==> src/logic/tmrc_defs.svh <==
// register map, field positions and reset values of the timer compare block
`ifndef TMRC_DEFS_SVH
`define TMRC_DEFS_SVH

`define TMRC_ADDR_STAGE 3'h0
`define TMRC_ADDR_COUNT 3'h1
`define TMRC_ADDR_CMP_A 3'h2
`define TMRC_ADDR_CMP_B 3'h3
`define TMRC_ADDR_PERIOD 3'h4
`define TMRC_ADDR_CTRL 3'h5
`define TMRC_ADDR_FLAGS 3'h6

`define TMRC_CTRL_MODE_HI 7
`define TMRC_CTRL_MODE_LO 6
`define TMRC_CTRL_REV 0

`define TMRC_STAGE_RST 2'h0
`define TMRC_COUNT_RST 10'h000
`define TMRC_CMP_RST 10'h000
`define TMRC_PERIOD_RST 10'h3ff
`define TMRC_PERIOD_MIN 10'h003

`endif

==> src/logic/tmrc_pkg.sv <==
// types shared by the timer compare block
package tmrc_pkg;

	typedef logic [9:0] tmrc_word_t;

	typedef enum logic [1:0]
	{
		TMRC_WAVE_NONE,
		TMRC_WAVE_TOGGLE,
		TMRC_WAVE_CLEAR,
		TMRC_WAVE_SET
	} tmrc_wave_e;

	typedef struct packed
	{
		logic wr;
		logic rd;
		logic [2:0] addr;
		logic [7:0] wdata;
	} tmrc_req_s;

endpackage

==> src/logic/tmrc_match.sv <==
// one compare channel: match detect and delayed sticky flag
`timescale 1ns/100ps
module tmrc_match
(
	input wire logic clk,
	input wire logic rst_n,
	input wire logic step,
	input wire tmrc_pkg::tmrc_word_t next_count,
	input wire tmrc_pkg::tmrc_word_t value,
	input wire logic clr,
	output logic match,
	output logic flag
);
	import tmrc_pkg::*;

	logic match_d;

	// only a counting step can land on the value, never a write
	assign match = step && (next_count == value);

	always_ff @(posedge clk)
	begin
		if (!rst_n)
			match_d <= 1'b0;
		else
			match_d <= match;
	end

	// set wins over a clear in the same cycle
	always_ff @(posedge clk)
	begin
		if (!rst_n)
			flag <= 1'b0;
		else if (match_d)
			flag <= 1'b1;
		else if (clr)
			flag <= 1'b0;
	end
endmodule

==> src/logic/tmrc_top.sv <==
// 10-bit timer counter with staged 8-bit access and three compare registers
//
// Notes on behaviour
// stage register bits 7 to 2 always read as zero.
// stage bits 1:0 carry the top two bits of every 10-bit access.
// one stage register serves all 10-bit registers of the timer.
// compare A and B match only when the counter steps onto them.
// software writing counter or compare to equal values gives no match.
// compare A match sets its flag after a synchronising delay.
// compare B match sets its flag after a synchronising delay.
// counter reaching the period compare value while counting up is cleared to zero.
// period compare clears the counter only when counting up; counting down reloads the period value at zero.
// period compare writes below three store three instead.
// compare registers are 10 bits, reached by staged 8-bit access.
// all three compare registers are readable and writable by software.
// compare A output action follows the mode in control register A.
// counter is 10 bits, counts up or down, software reads and writes it.
// after a counter write the counter counts upward.
// stage written first, low byte commits; low-byte read loads the stage.
`timescale 1ns/100ps
`include "tmrc_defs.svh"
module tmrc_top
(
	input wire logic CORE_CLK,
	input wire logic RESET_N,
	input wire tmrc_pkg::tmrc_req_s BUS_REQ,
	input wire logic COUNT_TICK,
	output logic [7:0] RDATA,
	output tmrc_pkg::tmrc_word_t TIMER_COUNT,
	output logic COMPARE_A_FLAG,
	output logic COMPARE_B_FLAG,
	output logic PERIOD_MATCH,
	output logic WAVE_A
);
	import tmrc_pkg::*;

	logic [1:0] stage;
	tmrc_word_t count;
	tmrc_word_t period;
	tmrc_word_t next_step_count;
	tmrc_word_t cmp [2];
	tmrc_word_t wval;
	logic [1:0] match;
	logic [1:0] flag;
	logic [1:0] flag_clr;
	logic dir_down;
	tmrc_wave_e wave_mode;
	logic count_write;
	logic step;
	logic c_match;

	assign wval = {stage, BUS_REQ.wdata};
	assign count_write = BUS_REQ.wr && BUS_REQ.addr == `TMRC_ADDR_COUNT;
	assign step = COUNT_TICK && !count_write;
	assign c_match = step && !dir_down && count == period;

	always_comb
	begin
		if (dir_down)
			next_step_count = (count == 10'h000) ? period : count - 10'h001;
		else if (count == period)
			next_step_count = 10'h000;
		else
			next_step_count = count + 10'h001;
	end

	// counter
	always_ff @(posedge CORE_CLK)
	begin
		if (!RESET_N)
			count <= `TMRC_COUNT_RST;
		else if (count_write)
			count <= wval;
		else if (step)
			count <= next_step_count;
	end

	// direction: reverse on command, upward after every counter write
	always_ff @(posedge CORE_CLK)
	begin
		if (!RESET_N)
			dir_down <= 1'b0;
		else if (count_write)
			dir_down <= 1'b0;
		else if (BUS_REQ.wr && BUS_REQ.addr == `TMRC_ADDR_CTRL &&
			BUS_REQ.wdata[`TMRC_CTRL_REV])
			dir_down <= 1'b1;
	end

	// shared stage register
	always_ff @(posedge CORE_CLK)
	begin
		if (!RESET_N)
			stage <= `TMRC_STAGE_RST;
		else if (BUS_REQ.wr && BUS_REQ.addr == `TMRC_ADDR_STAGE)
			stage <= BUS_REQ.wdata[1:0];
		else if (BUS_REQ.rd)
		begin
			unique case (BUS_REQ.addr)
				`TMRC_ADDR_COUNT: stage <= count[9:8];
				`TMRC_ADDR_CMP_A: stage <= cmp[0][9:8];
				`TMRC_ADDR_CMP_B: stage <= cmp[1][9:8];
				`TMRC_ADDR_PERIOD: stage <= period[9:8];
				default: stage <= stage;
			endcase
		end
	end

	// period compare with minimum clamp
	always_ff @(posedge CORE_CLK)
	begin
		if (!RESET_N)
			period <= `TMRC_PERIOD_RST;
		else if (BUS_REQ.wr && BUS_REQ.addr == `TMRC_ADDR_PERIOD)
			period <= (wval < `TMRC_PERIOD_MIN) ? `TMRC_PERIOD_MIN : wval;
	end

	always_ff @(posedge CORE_CLK)
	begin
		if (!RESET_N)
			wave_mode <= TMRC_WAVE_NONE;
		else if (BUS_REQ.wr && BUS_REQ.addr == `TMRC_ADDR_CTRL)
			wave_mode <= tmrc_wave_e'(BUS_REQ.wdata[
				`TMRC_CTRL_MODE_HI:`TMRC_CTRL_MODE_LO]);
	end

	// compare channels A and B
	generate
		for (genvar i = 0; i < 2; i++)
		begin : g_cmp
			always_ff @(posedge CORE_CLK)
			begin
				if (!RESET_N)
					cmp[i] <= `TMRC_CMP_RST;
				else if (BUS_REQ.wr &&
					BUS_REQ.addr == `TMRC_ADDR_CMP_A + 3'(i))
					cmp[i] <= wval;
			end

			assign flag_clr[i] = BUS_REQ.wr &&
				BUS_REQ.addr == `TMRC_ADDR_FLAGS && BUS_REQ.wdata[i];

			tmrc_match u_match
			(
				.clk(CORE_CLK),
				.rst_n(RESET_N),
				.step(step),
				.next_count(next_step_count),
				.value(cmp[i]),
				.clr(flag_clr[i]),
				.match(match[i]),
				.flag(flag[i])
			);
		end
	endgenerate

	// compare A output action
	always_ff @(posedge CORE_CLK)
	begin
		if (!RESET_N)
			WAVE_A <= 1'b0;
		else if (match[0])
		begin
			unique case (wave_mode)
				TMRC_WAVE_NONE: WAVE_A <= WAVE_A;
				TMRC_WAVE_TOGGLE: WAVE_A <= !WAVE_A;
				TMRC_WAVE_CLEAR: WAVE_A <= 1'b0;
				TMRC_WAVE_SET: WAVE_A <= 1'b1;
			endcase
		end
	end

	// read data register
	always_ff @(posedge CORE_CLK)
	begin
		if (!RESET_N)
			RDATA <= 8'h00;
		else if (BUS_REQ.rd)
		begin
			unique case (BUS_REQ.addr)
				`TMRC_ADDR_STAGE: RDATA <= {6'h00, stage};
				`TMRC_ADDR_COUNT: RDATA <= count[7:0];
				`TMRC_ADDR_CMP_A: RDATA <= cmp[0][7:0];
				`TMRC_ADDR_CMP_B: RDATA <= cmp[1][7:0];
				`TMRC_ADDR_PERIOD: RDATA <= period[7:0];
				`TMRC_ADDR_CTRL: RDATA <= {wave_mode, 6'h00};
				`TMRC_ADDR_FLAGS: RDATA <= {6'h00, flag};
				default: RDATA <= 8'h00;
			endcase
		end
	end

	always_ff @(posedge CORE_CLK)
	begin
		if (!RESET_N)
			PERIOD_MATCH <= 1'b0;
		else
			PERIOD_MATCH <= c_match;
	end

	assign TIMER_COUNT = count;
	assign COMPARE_A_FLAG = flag[0];
	assign COMPARE_B_FLAG = flag[1];
endmodule

==> config.mk <==
export PLATFORM = sky130hd
export DESIGN_NAME = tmrc_top
export DESIGN_NICKNAME = d
export VERILOG_FILES = /design/src/logic/tmrc_pkg.sv /design/src/logic/tmrc_match.sv /design/src/logic/tmrc_top.sv
export VERILOG_INCLUDE_DIRS = /design/src /design/src/logic
export SDC_FILE = /design/constraint.sdc
export NUM_CORES = 1
export LEC_CHECK = 0
export BUFFER_PORTS_ARGS = -buffer_cell sky130_fd_sc_hd__buf_2
export CAP_MARGIN = 10
export CELL_PAD_IN_SITES_DETAIL_PLACEMENT = 0
export CELL_PAD_IN_SITES_GLOBAL_PLACEMENT = 1
export CORE_MARGIN = 2
export CORE_UTILIZATION = 41
export DETAILED_ROUTE_END_ITERATION = 6
export PLACE_DENSITY_LB_ADDON = 0.12
export SLEW_MARGIN = 20
export SYNTH_ARGS = -nofsm -noshare
export SYNTH_HDL_FRONTEND = slang
export SYNTH_SLANG_ARGS = --single-unit
export TNS_END_PERCENT = 5
==> constraint.sdc <==
create_clock -name CORE_CLK -period 3.1 [get_ports CORE_CLK]
set_clock_uncertainty 0.05 [all_clocks]
set_input_delay 0.31 -clock CORE_CLK [delete_from_list [all_inputs] [get_ports CORE_CLK]]
set_output_delay 0.31 -clock CORE_CLK [all_outputs]
set_load 0.01 [all_outputs]
# After elaboration in Yosys (flattened, before gate mapping)
# Memories as Yosys holds them, arrays and structs flattened.
# Cells that the tools add are included.
[classes] add_sub_neg=2 n_eq_ne=12 mux=24 reduce_logical=29 bitwise=4 magnitude_cmp=1
[ops] operator="10-bit two-way mux" n=8
[ops] operator="8-bit case mux with 7 select lines" n=1
[ops] operator="10-bit equality test" n=3
[ops] operator="1-bit logical AND" n=15
[ops] operator="1-bit two-way mux" n=11
[ops] operator="10-bit by 1-bit adder with 10-bit output, second input constant" n=1
[ops] operator="10-bit logical NOT" n=1
[ops] operator="10-bit by 2-bit < comparator with 1-bit output, second input constant" n=1
[ops] operator="10-bit by 1-bit subtractor with 10-bit output, second input constant" n=1
[ops] operator="3-bit equality test, second input constant" n=3
[ops] operator="2-bit case mux with 4 select lines" n=1
[ops] operator="2-bit nonzero test" n=4
[ops] operator="3-bit by 2-bit equality test with 1-bit output, second input constant" n=2
[ops] operator="5-bit nonzero test" n=1
[ops] operator="2-bit equality test, second input constant" n=2
[ops] operator="2-bit two-way mux" n=2
[ops] operator="2-bit AND reduction" n=2
[ops] operator="3-bit by 1-bit equality test with 1-bit output, second input constant" n=1
[ops] operator="1-bit logical NOT" n=3
[ops] operator="3-bit logical NOT" n=1
[ops] operator="1-bit case mux with 3 select lines" n=1
[ops] operator="2-bit by 1-bit equality test with 1-bit output, second input constant" n=1
[ops] operator="2-bit logical NOT" n=1
[ops] operator="1-bit inverter" n=2
[ops] operator="2 further kinds" n=3
[word_totals] output_inout_bits=22 ramBits=20 reg_bits=39 memories=1 input_bits=16 elab_cells=85
[mem_list] name="cmp" words=2 width=10 rd=2 rd_clocked_by_memory_dff=0 wr=2 line_no="tmrc_top.sv:41" source="tmrc_word_t cmp [2];"

# Depth between registers and ports, before layout
# Gate-level depths: netlist (run 1).
[depth] depth_word=6 ltp_mapped=13 ltp_nobuf=10

# By module
# From an unflattened synthesis (run 1), not the netlist that was laid out.
[hier_totals] hier_cells=438 hier_area_um2=3783.6
[modules_own_cells] module="tmrc_top" area_per_inst_um2=3428.3 cells_per_inst=396 seq_area_each_um2=1301.2 n_inst=1
[modules_own_cells] module="tmrc_match" area_per_inst_um2=177.7 cells_per_inst=21 seq_area_each_um2=40.0 n_inst=2

# Least setup slack after synthesis (run 1)
# OpenSTA, ideal clock, no wires.
[synth_path] path_type="register to register" startpoint="reg count[0] (netlist: TIMER_COUNT[0])" endpoint="reg WAVE_A" path_slack_ns=0.003 synth_period_minus_slack_ns=3.097 arrival_time_ns=2.921 n_path_buf=3 required_time_ns=2.924 path_stages_with_launch=14 setup_ns=0.126 path_cell_list="dfxtp_1 clkbuf_1 inv_1 ha_1 or3b_1 buf_2 or3_1 buf_6 mux2_4 a22oi_4 xor2_1 nor3b_2 o2111a_1 o211ai_1"
[synth_between] elab_chain_len=6 word_cells_on_any_way=10 classes_between="2 x add/sub; 2 x eq/ne; 3 x mux; 3 x reduce/logical"
[synth_rtl] item="start: declaration" line_no="tmrc_top.sv:38" source="tmrc_word_t count;"
[synth_rtl] item="start signal: assignment" line_no="tmrc_top.sv:71" source="count <= `TMRC_COUNT_RST;"
[synth_rtl] item="start signal: assignment" line_no="tmrc_top.sv:73" source="count <= wval;"
[synth_rtl] item="start signal: assignment" line_no="tmrc_top.sv:75" source="count <= next_step_count;"
[synth_rtl] item="10-bit by 1-bit adder with 10-bit output (tied with other cells)" line_no="tmrc_top.sv:64" source="next_step_count = count + 10'h001;"
[synth_rtl] item="10-bit two-way mux, on equally long branches" line_no="tmrc_top.sv:61, tmrc_top.sv:60"
[synth_rtl] item="10-bit two-way mux (*)" line_no="tmrc_top.sv:59" source="if (dir_down)"
[synth_rtl] item="10-bit equality test (*)" line_no="tmrc_match.sv:19" source="assign match = step && (next_count == value);"
[synth_rtl] item="1-bit logical AND (*)" line_no="tmrc_match.sv:19"
[synth_rtl] item="2-bit AND reduction (no line) (*)"
[synth_rtl] item="end signal: assignment" line_no="tmrc_top.sv:166" source="TMRC_WAVE_TOGGLE: WAVE_A <= !WAVE_A;"
[synth_rtl] item="end: declaration" line_no="tmrc_top.sv:33" source="output logic WAVE_A"
# Mark *: on every way between the ends. The rest lies on a longest branch, timed or not.
# A chain may end at the register's enable or synchronous reset.

# Worst setup path in the final report (run 1)
[layout_path] startpoint="reg count[1] (netlist: TIMER_COUNT[1])" endpoint="reg WAVE_A"
# The elaborated chain is that of the path after synthesis.

==> out/qor.csv, run 1 <==
stage,metric,value,unit
synth,#FFs+latches synth,59,
global_routing,number of global-route vias before repair,3224,
setup_path,Crit path depth,11,
cells_and_area,Antenna diodes,0,
synth,commonest register cell after synthesis,dfxtp_1,
sta,Rel. slew slack,49.4,%
setup_path,CP Capture Type,register,
setup_path,Worst path slowest cell,or3b_1,
setup_path,Worst R2R Path Depth,11,
setup_path,Crit path largest cell delay,0.42,ns
min_path,hold path depth,3,
synth,Yosys top cell by area,dfxtp_1,
synth,Mapped Area,3680,µm²
global_routing,Tot GR Track Use,24.4,%
synth,Ys Warns,0,
setup_path,Crit Reg-Reg Endpoint,WAVE_A,
power,PD cells,516,nW/µm²
min_path,Hold Path End,period[2],
setup_path,crit path buf inv count,2,
floorplanning,# IOs,38,
place,dpl ws,0.148,ns
cts,CTS H-Tree Depth,3,
detailed_routing,drt wl/cell,20.3,µm
sta,Slew @ Worst Pin,0.759,ns
sta,Max Slew Vio Count,0,
job,maximum capacitance violations,0,
synth,Mapped Avg Cell Area,8.71,µm²
setup_path,CP top delay family,compound AO/OA/AOI/OAI gates,
cells_and_area,nets,477,
setup_path,WP data required,3.28,ns
floorplanning,initial core utilization,42.2,%
place,dpl hpwl,8500,µm
detailed_routing,Routed WL,11600,µm
cts,CTS tree,built,
sta,Setup TNS,0,ns
setup_path,CP startpoint kind,register,
detailed_routing,DRT iter0 DRCs,177,
cells_and_area,post-layout instance area,4260,µm²
setup_path,kind of critical path,reg2reg,
detailed_routing,ANT nets after route,0,
cts,later-pin clock latency in the skew report,0.35,ns
synth,Post-Syn Nets,441,
floorplanning,Core Area,8720,µm²
cts,clock buffer depth,2,
synth,Post-synth EDFFs,20,
synth,post-synth top area share,21.2,%
setup_path,flop-to-flop setup slack,0.20,ns
min_path,HP Start,BUS_REQ[2],
synth,ys async rst share,0,%
min_path,Worst Hold Class,in2reg,
cts,CTS Sinks,59,
global_routing,Overflow after GRT,0,
place,GPL Wtd Cong,0.913,
cts,Clock Tree Root,clkbuf_8,
cts,CTS Buf Count,9,
sta,crit path time final,2.90,ns
setup_path,R2R Path Start,TIMER_COUNT[1],
global_routing,largest net degree at the start of global routing,29,
status,run status,completed,
setup_path,CP Cell Sequence,"inv_1, ha_1, or3b_1, buf_4, mux2_2, a21oi_1, o22ai_1, or3_1, a211oi_1, o2111a_1, o211ai_1",
synth,"top cells by count, synth","46 x nor2_1, 39 x dfxtp_1, 39 x nand2_1, 29 x xnor2_1, 23 x a21oi_1",
global_routing,initial antenna violation count,0,
power,Pleak,0.00170,µW
detailed_routing,via count,3344,
place,number of port buffers,37,
cts,cts hold-fix bufs,0,
power,Peak VDD IR,202,µV
sta,fmax,344,MHz
floorplanning,die span in x,98.7,µm
synth,"count leader, synth",nor2_1,
detailed_routing,DRC Markers,0,
synth,largest cells by area after synthesis,"dfxtp_1 21%, edfxtp_1 16%, xnor2_1 6.9%, nor2_1 4.7%, mux2i_1 4.1%",
detailed_routing,TritonRoute pass-1 iters,5,
setup_path,"Data arrival, critical path",3.08,ns
floorplanning,chip height,98.7,µm
place,placed instance count,555,
sta,endpoints failing hold,0,
synth,Synth cell types,56,
setup_path,crit path max fanout,5,
synth,"Seq/Total Area, Yosys",37.6,%
sta,RSZ-0062 raised after global routing,no,
sta,Final setup viols,0,
cells_and_area,Finished Layout Cells,571,
sta,setup ws final,0.197,ns
floorplanning,Std-Cell Rows,34,
sta,Tcrit/Tclk final,93.7,%
synth,post-synthesis cell count,422,
cells_and_area,share of cells above drive strength 1,19.9,%
cts,clk slew on worst S/H paths,0.07,ns
global_routing,first-pass GRT wire length,18200,µm
place,area post-placement,4000,µm²
floorplanning,die area,9740,µm²
sta,Hold Slack,0.217,ns
cells_and_area,Area Overhead vs Synth,15.8,%
detailed_routing,vias per cell,5.86,
[registers in the layout (all words and copies together) (netlist names)]
signal,count
g_cmp.u_match.match_d,2
RDATA,8
stage,2
cmp,20
dir_down,1
period,10
wave_mode,2
TIMER_COUNT,10
PERIOD_MATCH,1
WAVE_A,1
g_cmp.u_match.flag,2
[power breakdown]
part / total [µW] / switching [µW] / internal [µW]
registers: 873 / 34.9 / 838
logic: 427 / 254 / 173
clock network: 895 / 337 / 558
total: 2190 / 626 / 1570
[metrics by stage]
step                      power [µW]  util (%)
after floorplan                 1170         -
after global placement          1310      45.9
after detailed placement        1310      45.9
after CTS                       2200      48.8
after global routing            2270      48.8
final                           2190      48.8
[worst max-delay path by stage]
stage          slack (ns)      startpoint      to
2_1_floorplan       0.003  TIMER_COUNT[0]  WAVE_A
3_3_place_gp         0.27  TIMER_COUNT[0]  WAVE_A
3_5_place_dp         0.15  TIMER_COUNT[1]  WAVE_A
4_1_cts              0.13  TIMER_COUNT[1]  WAVE_A
5_1_grt              0.06  TIMER_COUNT[1]  WAVE_A
6_report             0.20  TIMER_COUNT[1]  WAVE_A
[layout by cell type, fill, tap and decap left out, types with 2 or more instances in the layout]
master / n
a211oi_1: 10
a21oi_1: 23
a22oi_1: 8
a32oi_1: 3
a41oi_1: 2
and2_1: 22
and3_1: 2
buf_2: 37
buf_4: 19
bufinv_16: 3
clkbuf_8: 10
dfxtp_1: 39
edfxtp_1: 20
ha_1: 3
inv_1: 8
mux2_2: 6
mux2i_1: 15
mux4_2: 2
nand2_1: 39
nand2b_1: 2
nand3_1: 19
nand4_1: 10
nor2_1: 46
nor2b_1: 5
nor3_1: 10
nor3b_1: 3
nor4_1: 3
nor4_2: 2
o211ai_1: 3
o21ai_0: 10
o221ai_1: 2
o22ai_1: 5
o41ai_1: 3
or3_1: 4
xnor2_1: 29
xor2_1: 12
[area by class of cell]
type,instances,area [µm²]
clock inverters,6,110
fillers,889,4460
clock buffers,10,138
well taps,108,135
flip-flops and latches,59,1380
inverters,9,33.8
repair buffers,56,328
multi-input cells,323,2130
[kinds of logic (layout without fill, tap and decap cells)]
| kind of cell | Yosys count | after routing | synth area share [%] |
|---|---|---|---|
| DFF | 59 | 59 | 37.6 |
| adders and majority gates | 3 | 3 | 1.02 |
| muxes | 24 | 24 | 7.55 |
| and+or+nand+nor | 174 | 174 | 23.8 |
| xor gates and xnor gates | 41 | 41 | 9.77 |
| buffers and inverters | 40 | 81 | 4.63 |
| AOI/OAI and AO/OA | 81 | 81 | 15.7 |
[repair_timing]
action | CTS | global route
gates resized for setup | 0 | 1
setup endpoints to repair | 0 | 1
setup buffers | 0 | 0
[worst register-to-register path, cell delays in order (launching register included)]
cell and delay (ns):
dfxtp_1 0.31, inv_1 0.08, ha_1 0.20, or3b_1 0.42, buf_4 0.18, mux2_2 0.26
a21oi_1 0.14, o22ai_1 0.13, or3_1 0.37, a211oi_1 0.32, o2111a_1 0.23, o211ai_1 0.10
[metal layers]
metal | track usage (%) | wire length (µm) | up-vias | part of all wire (%)
met5 | 0 | 0 | - | 0
met4 | 9.27 | 255 | 0 | 2.2
met3 | 3.48 | 489 | 23 | 4.2
met2 | 39.1 | 5380 | 95 | 46
met1 | 33.6 | 5470 | 1640 | 47
li1 | - | - | 1586 | -
Power figures use the tool's default switching activity.
==> run 2, diff against run 1 <==
--- a/config.mk
+++ b/config.mk
@@ -10,8 +10,9 @@
 export CAP_MARGIN = 10
 export CELL_PAD_IN_SITES_DETAIL_PLACEMENT = 0
 export CELL_PAD_IN_SITES_GLOBAL_PLACEMENT = 1
-export CORE_MARGIN = 2
+export CORE_MARGIN = 1
 export CORE_UTILIZATION = 41
+export CTS_CLUSTER_SIZE = 30
 export DETAILED_ROUTE_END_ITERATION = 6
 export PLACE_DENSITY_LB_ADDON = 0.12
 export SLEW_MARGIN = 20
==> run 2 against run 1 <==
Compared with the run above: setup slack got worse by 0.024 ns; sequential cell count unchanged; combinational power about the same; die area decreased by 4.0%; maximum frequency decreased by 0.82%; register-to-register slack got worse by 0.02 ns; clock power decreased by 32%; hold slack improved by 0.0026 ns; utilization decreased by 0.80 points; count of clock-buffer cells in the layout increased by 1; cell count increased by 0.18%; power decreased by 13%; critical path type unchanged.
==> out/qor.csv, run 2 (synthesis gave the netlist of run 1 again) <==
stage,metric,value,unit
floorplanning,die area,9350,µm²
cells_and_area,"commonest cells after routing, fill and taps aside","46 x nor2_1, 39 x dfxtp_1, 39 x nand2_1",
sta,Slew @ Worst Pin,0.731,ns
detailed_routing,Routed WL,11600,µm
detailed_routing,vias per cell,5.83,
floorplanning,Core Area,8720,µm²
sta,fmax,342,MHz
floorplanning,chip height,96.7,µm
cells_and_area,area of the multi-input gates,2140,µm²
floorplanning,Std-Cell Rows,34,
min_path,Worst Hold Class,in2reg,
floorplanning,die span in x,96.7,µm
floorplanning,# IOs,38,
job,maximum capacitance violations,0,
setup_path,worst setup path start,TIMER_COUNT[5],
cts,CTS H-Tree Depth,3,
sta,Setup TNS,0,ns
setup_path,CP startpoint kind,register,
cells_and_area,largest register by flop count,cmp,
setup_path,Worst R2R Path Depth,9,
place,GPL Wtd Cong,0.953,
global_routing,number of global-route vias before repair,3277,
setup_path,WP data required,3.28,ns
cts,CTS tree,built,
sta,Hold Slack,0.220,ns
status,run status,completed,
global_routing,initial antenna violation count,0,
cells_and_area,fillers,880,
cells_and_area,Antenna diodes,0,
setup_path,kind of critical path,reg2reg,
cells_and_area,"commonest non-fill, non-tap cell in the layout",nor2_1,
detailed_routing,drt wl/cell,20.2,µm
detailed_routing,TritonRoute pass-1 iters,5,
setup_path,"Data arrival, critical path",3.11,ns
cts,# Post-CTS Setup Buffers,0,
detailed_routing,DRC Markers,0,
cts,CTS Buf Count,9,
cells_and_area,Area Overhead vs Synth,13.8,%
place,number of port buffers,37,
cts,clk slew on worst S/H paths,0.07,ns
setup_path,flop-to-flop setup slack,0.17,ns
setup_path,CP Capture Type,register,
floorplanning,initial core utilization,42.2,%
cells_and_area,share of cells above drive strength 1,20.0,%
global_routing,largest net degree at the start of global routing,29,
cells_and_area,nets,478,
power,Peak VDD IR,227,µV
power,PD cells,457,nW/µm²
detailed_routing,via count,3333,
place,dpl hpwl,8470,µm
cts,CTS Sinks,59,
sta,Rel. slew slack,51.2,%
sta,endpoints failing hold,0,
global_routing,Overflow after GRT,0,
sta,crit path time final,2.93,ns
cts,Clock Tree Root,clkbuf_8,
setup_path,R2R Path Start,TIMER_COUNT[5],
setup_path,crit path max fanout,7,
sta,RSZ-0062 raised after global routing,no,
power,Pleak,0.00166,µW
detailed_routing,ANT nets after route,0,
global_routing,Tot GR Track Use,25.5,%
cells_and_area,max reg flops,20,
cells_and_area,register area,1380,µm²
cts,later-pin clock latency in the skew report,0.35,ns
global_routing,first-pass GRT wire length,18300,µm
sta,Tcrit/Tclk final,94.4,%
setup_path,Crit Reg-Reg Endpoint,WAVE_A,
setup_path,CP endpoint,WAVE_A,
detailed_routing,DRT iter0 DRCs,207,
sta,Final setup viols,0,
sta,Max Slew Vio Count,0,
cts,clock buffer depth,2,
-- run 2: cell types whose count changed in the layout (fill, tap and decap cells not counted), sizes merged --
cell	change
inv	-2
clkinv	+2
bufinv	-3
clkinvlp	+2
clkbuf	+1
buf	+1
-- run 2: worst min-delay path by stage --
stage,from,to,slack [ns],cells past startpoint
detailed placement,g_cmp[1].u_match.match_d,g_cmp[1].u_match.flag,0.40,2
CTS,BUS_REQ[2],period[2],0.21,3
finish,BUS_REQ[2],period[2],0.22,3
global route,BUS_REQ[2],period[2],0.24,3
global placement,g_cmp[0].u_match.match_d,g_cmp[0].u_match.flag,0.41,2
floorplan,g_cmp[0].u_match.match_d,g_cmp[0].u_match.flag,0.36,2
-- run 2: routing by layer --
| layer | share of wire, % | vias up | track usage, % | wire (µm) |
|---|---|---|---|---|
| li1 | - | 1586 | - | - |
| met1 | 45 | 1606 | 33.4 | 5200 |
| met2 | 47 | 125 | 41.4 | 5380 |
| met3 | 6.7 | 16 | 5.27 | 773 |
| met4 | 1.7 | 0 | 9.76 | 195 |
| met5 | 0 | - | 0 | 0 |
-- run 2: critical path: stages, from the launching register on --
cell and delay (ns):
dfxtp_1 0.37, buf_4 0.19, nor3_1 0.36, nand2_1 0.17, or3_1 0.36, a32oi_1 0.42, xor2_1 0.32, and4bb_2 0.30
o2111a_1 0.19, o211ai_1 0.09
-- run 2: what timing repair did --
item / CTS / global route
resized for setup: 0 / 3
hold buffers: 0 / 0
endpoints found under the setup margin: 0 / 2
-- run 2: layout make-up --
type                            instances  share of cell area (%)
Clock inverter                          5                   0.717
Tap cell                              108                    3.23
Multi-Input combinational cell        323                    51.1
Clock buffer                           11                    3.14
Inverter                                9                   0.807
Sequential cell                        59                    33.0
Timing Repair Buffer                   57                    8.01
-- run 2: report_power, final --
part	leakage, µW	internal (µW)	switching [µW]
logic	0.00107	174	255
clock network	0.0000791	286	325
registers	0.000515	838	35.4
-- run 2: stage by stage --
step / cell area [µm²] / instances / setup slack, ns / total power (µW) / utilization, %
6_report: 4190 / 572 / 0.173 / 1910 / 48.0
5_1_grt: 4190 / 572 / 0.0266 / 1990 / 48.0
4_1_cts: 4170 / 572 / 0.135 / 1910 / 47.8
3_5_place_dp: 4010 / 556 / 0.146 / 1310 / 46.0
3_3_place_gp: 4010 / 556 / 0.278 / 1300 / 46.0
2_1_floorplan: 3680 / 422 / 0.00279 / 1170 / -
==> run 3, diff against run 2 <==
--- a/config.mk
+++ b/config.mk
@@ -14,6 +14,7 @@
 export CORE_UTILIZATION = 41
 export CTS_CLUSTER_SIZE = 30
 export DETAILED_ROUTE_END_ITERATION = 6
+export MAX_ROUTING_LAYER = met4
 export PLACE_DENSITY_LB_ADDON = 0.12
 export SLEW_MARGIN = 20
 export SYNTH_ARGS = -nofsm -noshare
==> run 3 against run 2 <==
Compared with the run above: non-clock buffer count up 1; combinational power is essentially flat; routed wire length increased by 1.2%; via count shrank 0.18%; power rose by 9.0%; sequential share of layout area down 0.44 points; hold slack worse by 0.021 ns; clock power rose by 29%; sequential cell count is the same; first-iteration DRC count is 7.7% lower; critical path depth is 1 higher.
==> out/qor.csv, run 3 (synthesis gave the netlist of run 1 again) <==
stage,metric,value,unit
job,maximum capacitance violations,0,
floorplanning,chip height,96.7,µm
setup_path,Crit path depth,10,
cts,CTS Buf Count,9,
global_routing,largest net degree at the start of global routing,29,
global_routing,number of global-route vias before repair,3330,
cts,clk slew on worst S/H paths,0.07,ns
cells_and_area,share of cells above drive strength 1,20.2,%
cts,clock buffer depth,2,
cts,CTS tree,built,
floorplanning,initial core utilization,42.2,%
setup_path,crit path buf inv count,2,
detailed_routing,DRC Markers,0,
detailed_routing,drt wl/cell,20.4,µm
min_path,HP Start,BUS_REQ[4],
floorplanning,Std-Cell Rows,34,
cts,Clock Tree Root,clkbuf_8,
detailed_routing,TritonRoute pass-1 iters,4,
cts,CTS H-Tree Depth,3,
setup_path,Crit path largest cell delay,0.43,ns
detailed_routing,ANT nets after route,0,
setup_path,flop-to-flop setup slack,0.18,ns
setup_path,Crit Reg-Reg Endpoint,WAVE_A,
cells_and_area,largest register by flop count,cmp,
global_routing,first-pass GRT wire length,18800,µm
floorplanning,die span in x,96.7,µm
detailed_routing,DRT iter0 DRCs,191,
cells_and_area,nets,479,
cts,cts hold-fix bufs,0,
min_path,Worst Hold Class,in2reg,
place,number of port buffers,37,
cts,# resized after CTS,0,
cells_and_area,max reg flops,20,
setup_path,Worst R2R Path Depth,10,
power,Pleak,0.00170,µW
cells_and_area,area of the multi-input gates,2130,µm²
cells_and_area,Area Overhead vs Synth,15.4,%
status,run status,completed,
detailed_routing,Routed WL,11700,µm
power,Peak VDD IR,192,µV
place,GPL Wtd Cong,0.955,
sta,Hold Slack,0.199,ns
cells_and_area,"commonest cells after routing, fill and taps aside","46 x nor2_1, 39 x dfxtp_1, 39 x nand2_1",
setup_path,CP Capture Type,register,
detailed_routing,via count,3327,
sta,crit path time final,2.92,ns
setup_path,CP Cell Sequence,"inv_1, ha_1, or3b_1, buf_4, or3_1, a32oi_1, xor2_1, and4bb_2, o2111a_1, o211ai_1",
cells_and_area,register area,1380,µm²
global_routing,Tot GR Track Use,26.9,%
cts,# Post-CTS Setup Buffers,0,
power,PD cells,491,nW/µm²
sta,fmax,343,MHz
floorplanning,# IOs,38,
global_routing,initial antenna violation count,0,
sta,Max Slew Vio Count,0,
setup_path,WP data required,3.28,ns
cells_and_area,Antenna diodes,0,
sta,RSZ-0062 raised after global routing,no,
detailed_routing,vias per cell,5.81,
floorplanning,Core Area,8720,µm²
setup_path,kind of critical path,reg2reg,
sta,Slew @ Worst Pin,0.750,ns
cells_and_area,fillers,873,
min_path,Hold Path End,period[4],
setup_path,crit path max fanout,5,
sta,Rel. slew slack,50.0,%
setup_path,Worst path slowest cell,a32oi_1,
min_path,hold path depth,3,
cells_and_area,"commonest non-fill, non-tap cell in the layout",nor2_1,
cts,later-pin clock latency in the skew report,0.36,ns
global_routing,Overflow after GRT,0,
setup_path,R2R Path Start,TIMER_COUNT[1],
sta,Setup TNS,0,ns
sta,endpoints failing hold,0,
cts,CTS Sinks,59,
setup_path,"Data arrival, critical path",3.10,ns
setup_path,CP startpoint kind,register,
setup_path,CP top delay family,simple AND/OR/NAND/NOR gates,
place,dpl hpwl,8660,µm
floorplanning,die area,9350,µm²
sta,Final setup viols,0,
sta,Tcrit/Tclk final,94.1,%
==> run 3: worst min-delay path, delay by kind of cell <==
| family | cells | cell delay [ns] |
|---|---|---|
| AND/OR/NAND/NOR | 2 | 0.13 |
| buffers and inverters | 1 | 0.13 |
==> run 3: power breakdown <==
part / internal [µW] / switching (µW)
Clock: 425 / 359
Combinational: 174 / 252
Sequential: 837 / 35.8
Total: 1440 / 647
==> run 3: final cells by class <==
cell class              count  area share (%)
well taps                 108            3.18
clock inverters             6            1.65
multi-input cells         323            50.2
flip-flops and latches     59            32.6
clock buffers              10            3.51
repair buffers             58            8.08
inverters                   9           0.796
==> run 3: layer usage <==
layer	wire [µm]	global-route usage [%]
met5	0	-
met4	299	10.3
met3	587	5.13
met2	5510	41.3
met1	5290	35.0
==> run 3: metrics by stage <==
step	area (µm²)	std cells	worst slack [ns]	util, %	power, µW
3_5_place_dp	4020	557	0.143	46.1	1310
3_3_place_gp	4020	557	0.255	46.1	1310
5_1_grt	4240	573	0.0207	48.7	2170
4_1_cts	4240	573	0.133	48.6	2090
6_report	4240	573	0.182	48.7	2080
2_1_floorplan	3680	422	0.00279	-	1170
==> run 3: worst max-delay path by stage <==
stage / startpoint / endpoint / slack (ns)
CTS: TIMER_COUNT[1] / WAVE_A / 0.13
finish: TIMER_COUNT[1] / WAVE_A / 0.18
global route: TIMER_COUNT[6] / WAVE_A / 0.02
global placement: TIMER_COUNT[0] / g_cmp[1].u_match.match_d / 0.25
detailed placement: TIMER_COUNT[1] / WAVE_A / 0.14
floorplan: TIMER_COUNT[0] / WAVE_A / 0.003
